`config.mk`:
```
export PLATFORM = sky130hd
export DESIGN_NAME = buck_mode_control
export DESIGN_NICKNAME = d
export VERILOG_FILES = /design/src/buck_mode_control.v
export VERILOG_INCLUDE_DIRS = /design/src
export SDC_FILE = /design/constraint.sdc
export NUM_CORES = 1
export LEC_CHECK = 0
export BUFFER_PORTS_ARGS = -buffer_cell sky130_fd_sc_hd__buf_2
export CAP_MARGIN = 20
export CORE_MARGIN = 3
export CORE_UTILIZATION = 53
export DETAILED_ROUTE_END_ITERATION = 12
export GPL_ROUTABILITY_DRIVEN = 0
export PLACE_DENSITY = 0.76
export SLEW_MARGIN = 10
export SYNTH_ARGS = -nofsm -noshare
export SYNTH_HDL_FRONTEND = slang
export SYNTH_SLANG_ARGS = --single-unit
```
`constraint.sdc`:
```
create_clock -name clock -period 2.1 [get_ports clock]
set_clock_uncertainty 0.1 [all_clocks]
set_input_delay 0.105 -clock clock [delete_from_list [all_inputs] [get_ports clock]]
set_output_delay 0.105 -clock clock [all_outputs]
set_load 0.05 [all_outputs]
```
`src/buck_mode_consts.vh`:
```
// How it works
// - Hysteretic pulse starts at lower output limit, ends at upper limit.
// - Between hysteretic pulses both gate drives stay off.
// - Forced fixed-frequency input high keeps PWM mode, never hysteretic.
// - Phase polarity sampled once per cycle, just before high side on.
// - Low phase comparator means negative phase, high means positive.
// - Continuous current with negative samples keeps PWM mode.
// - Eight consecutive positive samples in PWM enter hysteretic mode.
// - Entering hysteretic mode turns both gate drives off at once.
// - Eight consecutive negative samples in hysteretic return to PWM.
// - Output below hysteretic level changes to PWM on the third clock.
// - Low side drive waits until high side gate below one volt.
// - High side drive waits until low side gate below one volt.
// - Linear regulator has its own enable, power good, soft start.
// - Linear regulator shuts down while sense voltage exceeds 100 mV.
// - Linear regulator restarts once sense voltage drops below 100 mV.
// - Undervoltage flagged when linear output 26 percent below nominal.
// - Converter power good low while output outside regulation window.
`ifndef BUCK_MODE_CONSTS_VH
`define BUCK_MODE_CONSTS_VH
`define MODE_PWM 1'b0
`define MODE_HYST 1'b1
`define SAMPLE_RUN 4'h8
`define CNT_W 4
`endif

```
`src/buck_mode_control.v`:
```
`timescale 1ns/10ps
`include "buck_mode_consts.vh"
module buck_mode_control #(
    parameter RUN_LEN = `SAMPLE_RUN
) (
    // Clock and reset.
    input wire clock,
    input wire nrst,
    // Converter control.
    input wire converter_enable,
    input wire force_fixed_freq,
    input wire pwm_request,
    input wire phase_comp,
    input wire out_below_lower,
    input wire out_above_upper,
    input wire out_below_hyst_level,
    input wire out_in_window,
    input wire converter_soft_start_done,
    // Adaptive dead time sense.
    input wire high_gate_low,
    input wire low_gate_low,
    // Gate drives and converter status.
    output reg high_side_drive,
    output reg low_side_drive,
    output reg hyst_mode,
    output reg converter_power_good,
    // Linear regulator.
    input wire linear_regulator_enable,
    input wire linear_regulator_soft_start_done,
    input wire linear_regulator_over_current,
    input wire linear_regulator_under_26pct,
    output reg linear_regulator_on,
    output reg linear_regulator_power_good,
    output reg linear_regulator_undervoltage
);

// ****************************************
// Helper functions
// ****************************************
// The polarity that a run must have to change the mode: positive
// samples lead out of PWM, negative samples out of hysteretic mode.
function wanted_pol;
    input mode;
    begin
        wanted_pol = ~mode;
    end
endfunction

// A sample extends the run only if it has the wanted polarity and
// matches the polarity of the run being counted.
function extends_run;
    input pol;
    input run_pol;
    input mode;
    begin
        extends_run = (pol == wanted_pol(mode)) && (pol == run_pol);
    end
endfunction

// A broken run restarts at one if the breaking sample has the wanted
// polarity, and at zero otherwise.
function [`CNT_W-1:0] restart_count;
    input pol;
    input mode;
    begin
        restart_count = {`CNT_W{1'b0}};
        if (pol == wanted_pol(mode))
            restart_count = {{(`CNT_W-1){1'b0}}, 1'b1};
    end
endfunction

// ****************************************
// Input synchronisers
// ****************************************
// Every comparator result and control pin is asynchronous to the
// clock, so each passes two flip-flops at a cost of two cycles.
localparam NS = 15;
wire [NS-1:0] raw_in;
assign raw_in[14] = converter_enable;
assign raw_in[13] = force_fixed_freq;
assign raw_in[12] = pwm_request;
assign raw_in[11] = phase_comp;
assign raw_in[10] = out_below_lower;
assign raw_in[9] = out_above_upper;
assign raw_in[8] = out_below_hyst_level;
assign raw_in[7] = out_in_window;
assign raw_in[6] = converter_soft_start_done;
assign raw_in[5] = high_gate_low;
assign raw_in[4] = low_gate_low;
assign raw_in[3] = linear_regulator_enable;
assign raw_in[2] = linear_regulator_over_current;
assign raw_in[1] = linear_regulator_under_26pct;
assign raw_in[0] = linear_regulator_soft_start_done;
wire [NS-1:0] synced;
genvar gi;
generate
    for (gi = 0; gi < NS; gi = gi + 1) begin : g_sync
        reg first;
        reg second;
        always @(posedge clock or negedge nrst) begin
            if (!nrst) begin
                first <= 1'b0;
                second <= 1'b0;
            end else begin
                first <= raw_in[gi];
                second <= first;
            end
        end
        assign synced[gi] = second;
    end
endgenerate

// Converter side.
wire en_s = synced[14];
wire force_s = synced[13];
wire req_s = synced[12];
wire phase_pos = synced[11];
wire below_low_s = synced[10];
wire above_up_s = synced[9];
wire below_hyst_s = synced[8];
wire in_win_s = synced[7];
wire ss_done_s = synced[6];
wire hg_low_s = synced[5];
wire lg_low_s = synced[4];
// Linear regulator side.
wire lin_en_s = synced[3];
wire lin_oc_s = synced[2];
wire lin_uv_s = synced[1];
wire lss_s = synced[0];

// ****************************************
// Phase sampling
// ****************************************
// In PWM mode the phase is sampled as the synchronised request rises:
// the low side has been conducting and the high side is about to turn
// on. In hysteretic mode each pulse start is a sample.
reg req_d;
reg pulse_on;
wire req_rise = req_s & ~req_d;
wire sample = req_rise & ~hyst_mode;
wire hyst_sample = hyst_mode & below_low_s & ~pulse_on;
wire take = sample | hyst_sample;

always @(posedge clock or negedge nrst) begin
    if (!nrst) begin
        req_d <= 1'b0;
    end else begin
        req_d <= req_s;
    end
end

// ****************************************
// Mode control
// ****************************************
// The run length is cut to the counter width on purpose, so RUN_LEN
// must not exceed the counter's range.
wire [31:0] run_end = RUN_LEN - 1;
wire [`CNT_W-1:0] last = run_end[`CNT_W-1:0];
wire [`CNT_W-1:0] zero = {`CNT_W{1'b0}};
wire [`CNT_W-1:0] one = {{(`CNT_W-1){1'b0}}, 1'b1};
reg [`CNT_W-1:0] count;
reg count_pol;
reg [`CNT_W-1:0] next_count;
reg next_mode;
reg next_count_pol;
wire extend = extends_run(phase_pos, count_pol, hyst_mode);
wire [`CNT_W-1:0] restart = restart_count(phase_pos, hyst_mode);

always @* begin
    next_count = count;
    next_mode = hyst_mode;
    next_count_pol = count_pol;
    if (take)
        next_count_pol = phase_pos;
    case (hyst_mode)
        `MODE_PWM: begin
            if (!en_s || force_s) begin
                next_count = zero;
            end else if (sample) begin
                if (!extend) begin
                    next_count = restart;
                end else if (count == last) begin
                    next_mode = `MODE_HYST;
                    next_count = zero;
                end else begin
                    next_count = count + one;
                end
            end
        end
        `MODE_HYST: begin
            if (!en_s || force_s) begin
                next_mode = `MODE_PWM;
                next_count = zero;
            end else if (below_hyst_s) begin
                next_mode = `MODE_PWM;
                next_count = zero;
            end else if (hyst_sample) begin
                if (!extend) begin
                    next_count = restart;
                end else if (count == last) begin
                    next_mode = `MODE_PWM;
                    next_count = zero;
                end else begin
                    next_count = count + one;
                end
            end
        end
        default: begin
            next_mode = `MODE_PWM;
            next_count = zero;
        end
    endcase
end

always @(posedge clock or negedge nrst) begin
    if (!nrst) begin
        hyst_mode <= `MODE_PWM;
        count <= {`CNT_W{1'b0}};
    end else begin
        hyst_mode <= next_mode;
        count <= next_count;
    end
end

// The polarity of the run in progress is kept apart from the mode, so
// that a sample of either kind updates it, even while PWM is forced.
always @(posedge clock or negedge nrst) begin
    if (!nrst) begin
        count_pol <= 1'b0;
    end else begin
        count_pol <= next_count_pol;
    end
end

wire mode_change = next_mode != hyst_mode;

// ****************************************
// Hysteretic pulse
// ****************************************
// A pulse runs from the lower limit to the upper limit of the output.
// It is dropped on any mode change, so none survives into PWM mode.
reg next_pulse;

always @* begin
    next_pulse = pulse_on;
    if (!hyst_mode || mode_change)
        next_pulse = 1'b0;
    else if (pulse_on && above_up_s)
        next_pulse = 1'b0;
    else if (below_low_s)
        next_pulse = 1'b1;
end

always @(posedge clock or negedge nrst) begin
    if (!nrst) begin
        pulse_on <= 1'b0;
    end else begin
        pulse_on <= next_pulse;
    end
end

// ****************************************
// Gate interlock
// ****************************************
// The low side only conducts in PWM mode, so in hysteretic mode both
// drives are off between pulses and the low switch acts as a diode.
wire want_high = hyst_mode ? pulse_on : req_s;
wire want_low = hyst_mode ? 1'b0 : ~req_s;
reg next_high;
reg next_low;

// Each drive waits for the other gate to be sensed low. That sense is
// two cycles old, so the other drive's own last state is checked too;
// every edge thus gets at least one cycle of dead time.
always @* begin
    next_high = 1'b0;
    next_low = 1'b0;
    if (en_s && !mode_change) begin
        next_high = want_high & ~low_side_drive & lg_low_s;
        next_low = want_low & ~high_side_drive & hg_low_s;
    end
end

always @(posedge clock or negedge nrst) begin
    if (!nrst) begin
        high_side_drive <= 1'b0;
        low_side_drive <= 1'b0;
    end else begin
        high_side_drive <= next_high;
        low_side_drive <= next_low;
    end
end

// ****************************************
// Converter power good
// ****************************************
// Power good stays low until soft start is done and the output is
// inside its regulation window.
wire next_power_good = en_s & ss_done_s & in_win_s;

always @(posedge clock or negedge nrst) begin
    if (!nrst) begin
        converter_power_good <= 1'b0;
    end else begin
        converter_power_good <= next_power_good;
    end
end

// ****************************************
// Linear regulator protection
// ****************************************
// The linear regulator has its own enable and soft start. It restarts
// by itself once the overcurrent has gone; there is no latch, so a hard
// short makes it cycle at the pace of the current comparator.
wire next_lin_on = lin_en_s & ~lin_oc_s;
wire next_lin_uv = lin_en_s & lin_uv_s;
wire next_lin_pg = lin_en_s & lss_s & ~lin_oc_s & ~lin_uv_s;

always @(posedge clock or negedge nrst) begin
    if (!nrst) begin
        linear_regulator_on <= 1'b0;
    end else begin
        linear_regulator_on <= next_lin_on;
    end
end

always @(posedge clock or negedge nrst) begin
    if (!nrst) begin
        linear_regulator_undervoltage <= 1'b0;
    end else begin
        linear_regulator_undervoltage <= next_lin_uv;
    end
end

always @(posedge clock or negedge nrst) begin
    if (!nrst) begin
        linear_regulator_power_good <= 1'b0;
    end else begin
        linear_regulator_power_good <= next_lin_pg;
    end
end

endmodule // buck_mode_control

```
==> results of run 1 <==
==> synth_stat cells, types with 2 or more instances <==
library cell | number | area share, %
a21o_1 | 2 | 1.0
a21oi_1 | 6 | 2.1
and2_1 | 2 | 0.86
and3b_1 | 2 | 1.2
dfrtp_1 | 44 | 76
nand2_1 | 11 | 2.9
nand2b_1 | 2 | 0.86
nand3_1 | 4 | 1.4
nand3b_1 | 3 | 1.6
nor2b_1 | 3 | 1.3
nor3_1 | 2 | 0.69
nor3b_1 | 2 | 1.0
o21ai_1 | 5 | 1.7
==> area by class of cell <==
cell class	count	area, µm²	area share (%)
clock buffers	6	41.3	2.28
clock inverters	2	16.3	0.897
multi-input cells	56	342	18.8
flip-flops and latches	44	1100	60.7
well taps	30	37.5	2.07
repair buffers	39	275	15.2
==> metal layers <==
| metal | up-vias | wire length [µm] | global-route usage (%) |
|---|---|---|---|
| met4 | 0 | 13 | 5.96 |
| met5 | - | 0 | 0 |
| li1 | 437 | - | - |
| met1 | 448 | 934 | 19.3 |
| met2 | 23 | 1340 | 32.4 |
| met3 | 2 | 106 | 7.13 |
==> sequential cells by signal, indices dropped and copies added (netlist names) <==
| name | cells |
|---|---|
| high_side_drive | 1 |
| hyst_mode | 1 |
| g_sync.first | 15 |
| count | 4 |
| linear_regulator_on | 1 |
| above_up_s | 1 |
| below_low_s | 1 |
| en_s | 1 |
| pulse_on | 1 |
| force_s | 1 |
| req_d | 1 |
| converter_power_good | 1 |
| count_pol | 1 |
| low_side_drive | 1 |
| linear_regulator_power_good | 1 |
| g_sync.second | 10 |
| linear_regulator_undervoltage | 1 |
| below_hyst_s | 1 |
==> power by group through the flow <==
stage	combinational (mW)	sequential, mW	clock [mW]
after global placement	0.0765	0.915	0
after CTS	0.101	0.900	0.400
after detailed placement	0.0792	0.917	0
after floorplan	0.0226	0.929	0
final	0.102	0.900	0.384
after global routing	0.114	0.905	0.449
==> worst max-delay path, cell delays in order, from the launching register on <==
cell     delay [ns]
dfrtp_1        0.56
or3b_1         0.42
a21o_1         0.26
o21ai_1        0.18
a21oi_1        0.06
==> per-stage QoR <==
step	instance area, µm²	power, mW	std cells	hold slack, ns
6_report	1810	1.39	177	0.261
5_1_grt	1810	1.47	177	0.255
4_1_cts	1810	1.40	177	0.263
3_5_place_dp	1600	0.996	153	0.114
3_3_place_gp	1600	0.991	153	0.112
2_1_floorplan	1450	0.952	101	-0.291
==> path summary, 6_finish.rpt <==
kind | startpoint | endpoint | cells after the start
max | hyst_mode | high_side_drive | 4
min | g_sync[4].first | g_sync[4].second | 0
max reg2reg | hyst_mode | high_side_drive | 4
min reg2reg | g_sync[4].first | g_sync[4].second | 0
max in group asynchronous | nrst | count[3] | 2
min in group asynchronous | nrst | g_sync[8].first | 2
==> cells in the final DEF, fill, tap and decap left out <==
cell type      Yosys  final
and2_1             2      2
or3b_1             1      1
ha_1               1      1
clkbuf_4           0      5
dfrtp_1           44     44
nand3_1            4      4
nor3_1             2      2
clkbuf_1           0      1
and3_1             1      1
o21ai_1            5      5
clkinvlp_4         0      1
nor2b_1            3      3
dlygate4sd3_1      0     16
a22o_2             1      1
and4b_1            1      1
nand3b_1           3      3
nand2b_1           2      2
nand4b_1           1      1
nor3b_1            2      2
a31o_1             1      1
a21o_1             2      2
and2b_2            1      1
clkinv_4           0      1
buf_2              1     23
a31oi_1            1      1
mux2i_1            1      1
and3b_1            2      2
a21oi_1            6      6
nor2_1             1      1
a21boi_0           1      1
nand2_1           11     11
==> kinds of logic (layout without fill, tap and decap cells) <==
| group | Yosys count | in the layout | share of synthesized area [%] |
|---|---|---|---|
| buf+inv | 1 | 47 | 0.345 |
| flops | 44 | 44 | 76.1 |
| compound gates | 17 | 17 | 7.09 |
| mux | 1 | 1 | 0.691 |
| fa+ha+maj | 1 | 1 | 0.864 |
| simple gates | 37 | 37 | 15.0 |
==> impl_metrics.json, run 1 <==
{
  "clock_latency_ns": 0.34,
  "syn_area_um2": 1450,
  "first_global_vias": 1023,
  "die_area_um2": 3390,
  "maxCapViolCount": 0,
  "syn_to_final_growth_pct": 25.2,
  "p_sw_mw": 0.324,
  "syn-num-nets": 119,
  "powerDensity_nw_per_um2": 765,
  "cts-resized-gates": 0,
  "hp-class": "reg -> reg",
  "syn_area_per_cell_um2": 14.3,
  "pwr-share-clk_pct": 27.7,
  "max_freq_ghz": 0.589,
  "post-cts-setup-buffers": 0,
  "cts_buffers": 5,
  "synth_edf_count": 0,
  "ctsLongestPathBuffers": 2,
  "num_rows": 18,
  "post-route-util_pct": 71.2,
  "start_util_pct": 56.9,
  "cp.required_ns": 2.22,
  "power.internal_mw": 1.06,
  "ys.flop_type": "dfrtp_1",
  "async_flop_share_pct": 100,
  "p_sw_share_pct": 23.4,
  "grt_max_degree": 45,
  "final.period_utilization_pct": 80.9,
  "critPathKind": "reg -> reg",
  "comb_power_share_pct": 7.4,
  "endpoint_kind": "register",
  "via_per_inst": 5.14,
  "drtIter0Drc": 49,
  "grtUsageTotal_pct": 18.1,
  "htree_levels": 2,
  "cts_tree": "done",
  "io_buffers": 23,
  "fp.dieW_um": 58.3,
  "yosysSeqAreaShare_pct": 76.1,
  "finalHoldViolations": 0,
  "drcViolationCount": 0,
  "dr.pass1.iters": 4,
  "synth_seq_cells": 44,
  "maxSlewHeadroom_pct": 40.1,
  "clkTransAtPathRegs_ns": 0.12,
  "design.portCount": 24,
  "regToRegSetupSlack_ns": 0.40,
  "tightest_slew_ns": 0.899,
  "setup_viol": 0,
  "fin_ws_ns": 0.401,
  "drive_above_1_share_pct": 21.8,
  "nNetsFinal": 164,
  "yosys_warnings": 0,
  "pwr-share-seq_pct": 64.9,
  "fp.dieH_um": 58.3,
  "grt_pass1_wl_um": 4400,
  "vias": 910,
  "setup_tns_ns": 0,
  "antenna_found_initial": 0,
  "rsz0062_at_grt": "false",
  "cp_max_fo": 13,
  "ctsHoldBuffers": 16,
  "syn_inst": 101,
  "post-place-ws_ns": 0.444,
  "peakVddDrop_v": 0.000756,
  "drt_wl_total_um": 2400,
  "cts.sinks": 44,
  "n_antenna_cell": 0,
  "dp_hpwl_um": 1470,
  "grt_overflow": 0,
  "p_leak_nw": 0.863,
  "ant_nets": 0,
  "cts_root_buf": "clkbuf_4",
  "fillers": 156,
  "core_area_um2": 2540,
  "slew_viol_final": 0,
  "yosysUniqueCellTypes": 26,
  "status": "complete, no violations",
  "startpoint_type": "register",
  "crit_arrival_ns": 1.82,
  "wl_per_cell_um": 13.5,
  "min_period_ns": 1.70
}
Power figures use the tool's default switching activity.
==> inputs of run 2 (changes only) <==
- ABC_AREA: unset -> 1
- CORE_UTILIZATION: 53 -> 48
- PLACE_DENSITY: 0.76 -> 0.72
- clock period: 2.1 -> 1.4 ns (I/O delays scaled with it)
==> run 2 against run 1 <==
The run now ends with setup timing left. Register-to-register slack got worse by 0.42 ns. Hold slack worse by 0.20 ns. Sequential power up 51%. Clock-buffer cell count shrank 1. Sequential share of layout area is 8.1 points lower. Combinational power grew 110%. Critical path type unchanged.
==> impl_metrics.json, run 2 <==
{
  "status": "complete, but fails checks",
  "violations": "setup timing",
  "syn_area_per_cell_um2": 12.9,
  "grt_max_degree": 29,
  "holdWs_ns": 0.0628,
  "largest_register_ffs": 15,
  "core_area_um2": 2880,
  "design.portCount": 24,
  "fp.dieH_um": 62.1,
  "vias": 999,
  "ant_nets": 0,
  "n_antenna_cell": 0,
  "synth_area_leaders": "dfrtp_1 (73%), nand2_1 (4.0%), inv_1 (3.0%)",
  "grt_overflow": 0,
  "finalHoldViolations": 0,
  "startpoint_type": "register",
  "via_per_inst": 4.52,
  "syn-num-nets": 135,
  "power.internal_mw": 1.62,
  "reg_top3": "g_sync.first x15, g_sync.second x10, count x4",
  "p_sw_mw": 0.537,
  "wl_per_cell_um": 12.3,
  "clock_latency_ns": 0.34,
  "antenna_found_initial": 0,
  "ctsLongestPathBuffers": 2,
  "yosysSeqAreaShare_pct": 72.8,
  "first_global_vias": 1018,
  "fp.dieW_um": 62.1,
  "drcViolationCount": 0,
  "yosys_warnings": 0,
  "final_cells": 221,
  "critPathKind": "reg -> reg",
  "tightest_slew_ns": 0.407,
  "drive_above_1_share_pct": 40.2,
  "pwr-share-clk_pct": 27.4,
  "cts.sinks": 44,
  "nNetsFinal": 196,
  "comb_power_share_pct": 9.9,
  "syn_inst": 117,
  "cts_root_buf": "clkbuf_4",
  "drt_wl_total_um": 2720,
  "pwr-share-seq_pct": 62.8,
  "dp_hpwl_um": 1670,
  "setup_viol": 1,
  "post-place-cells": 183,
  "peakVddDrop_v": 0.00102,
  "htree_levels": 2,
  "top_register": "g_sync.first",
  "cp.required_ns": 1.55,
  "yosysMostFrequentCell": "dfrtp_1",
  "maxCapViolCount": 0,
  "maxSlewHeadroom_pct": 72.8,
  "hp-class": "in -> async",
  "die_area_um2": 3860,
  "rsz0062_at_grt": "true",
  "syn_area_um2": 1510,
  "grtUsageTotal_pct": 14.7,
  "synth_common_cells": "dfrtp_1 (44), nand2_1 (16), inv_1 (12)",
  "crit_arrival_ns": 1.57,
  "start_util_pct": 52.6,
  "drtIter0Drc": 54,
  "p_sw_share_pct": 24.9,
  "final.period_utilization_pct": 101,
  "max_freq_ghz": 0.706,
  "final_cell_mix": "dfrtp_1 (43), buf_2 (23), dlygate4sd3_1 (16)",
  "mostFrequentLayoutCell": "dfrtp_1",
  "syn_to_final_growth_pct": 38.4,
  "cts_buffers": 5,
  "num_rows": 19,
  "io_buffers": 23,
  "powerDensity_nw_per_um2": 1030,
  "async_flop_share_pct": 100,
  "cts_tree": "done",
  "endpoint_kind": "register",
  "ys.flop_type": "dfrtp_1",
  "synth_seq_cells": 44,
  "cp_max_fo": 4,
  "slew_viol_final": 0,
  "dr.pass1.iters": 4,
  "yosysUniqueCellTypes": 24,
  "synth_edf_count": 0,
  "synthDominantCellAreaShare_pct": 72.8,
  "yosysTopAreaCell": "dfrtp_1",
  "fin_ws_ns": -0.0171,
  "grt_pass1_wl_um": 4350,
  "clkTransAtPathRegs_ns": 0.13,
  "regToRegSetupSlack_ns": -0.02,
  "min_period_ns": 1.42,
  "p_leak_nw": 1.04
}
## run 2: cell types whose count changed after synthesis, sizes merged, moves of 3 or more
cell / before / now
nor2: 1 / 14
a21oi: 6 / 1
nor2b: 3 / 0
nand2: 11 / 21
nand3b: 3 / 0
inv: 0 / 15
## run 2: critical path, cell delays in order (launching register included)
cell and delay, ns:
dfrtp_2 0.46, buf_12 0.14, clkinv_8 0.05, nand2_4 0.04, nand2_4 0.09, nand4_1 0.09, nand2_1 0.12, nand2_2 0.08
and3_4 0.15
## run 2: path summary, 6_finish.rpt
| path | from | end | cells after the start |
|---|---|---|---|
| min in group clock | out_below_lower | g_sync[10].first | 2 |
| max | hyst_mode | pulse_on | 8 |
| max reg2reg | hyst_mode | pulse_on | 8 |
| max in group asynchronous | nrst | linear_regulator_undervoltage | 3 |
| min | nrst | pulse_on | 2 |
| min reg2reg | g_sync[9].first | above_up_s | 0 |
## run 2: per-layer routing
metal,vias up,GRT usage [%],routed length (µm)
met5,-,0,0
met4,0,6.91,27
met3,4,5.05,138
met2,25,25.1,1470
met1,480,16.4,1090
li1,490,-,-
## run 2: stage by stage
step | area (µm²) | TNS (ns) | total power [mW] | worst slack, ns | util (%)
CTS | 1940 | 0 | 2.18 | 0.00648 | 67.5
global placement | 1700 | 0 | 1.53 | 0.0461 | 59.0
detailed placement | 1700 | -0.0120 | 1.54 | -0.00875 | 59.0
finish | 2090 | -0.0171 | 2.16 | -0.0171 | 72.8
floorplan | 1510 | -0.153 | 1.46 | -0.0501 | -
global route | 2090 | -0.306 | 2.29 | -0.0744 | 72.8
## run 2: cells by family after synthesis
kind of cell | synth area share [%]
simple gates | 16.0
flops | 72.8
buf+inv | 4.80
compound gates | 4.38
xor+xnor | 1.16
fa+ha+maj | 0.827
## run 2: what timing repair did
item                                    CTS  global route
pin swaps                                 1            12
endpoints found under the setup margin    3             5
hold buffers                             16             0
buffers inserted                          3            11
endpoints found under the hold margin    59             0
gates resized for setup                   1            14
## run 2: layout make-up
type	instances	area, µm²
repair buffers	55	418
clock buffers	5	37.5
multi-input cells	57	393
well taps	42	52.6
fillers	187	783
flip-flops and latches	44	1100
clock inverters	3	21.3
inverters	15	68.8
## run 2: power by group through the flow
stage / Combinational, mW / Sequential [mW] / Clock (mW)
2_1_floorplan: 0.0604 / 1.40 / 0
3_3_place_gp: 0.154 / 1.38 / 0
3_5_place_dp: 0.159 / 1.38 / 0
4_1_cts: 0.195 / 1.35 / 0.629
5_1_grt: 0.234 / 1.36 / 0.694
6_report: 0.213 / 1.36 / 0.591
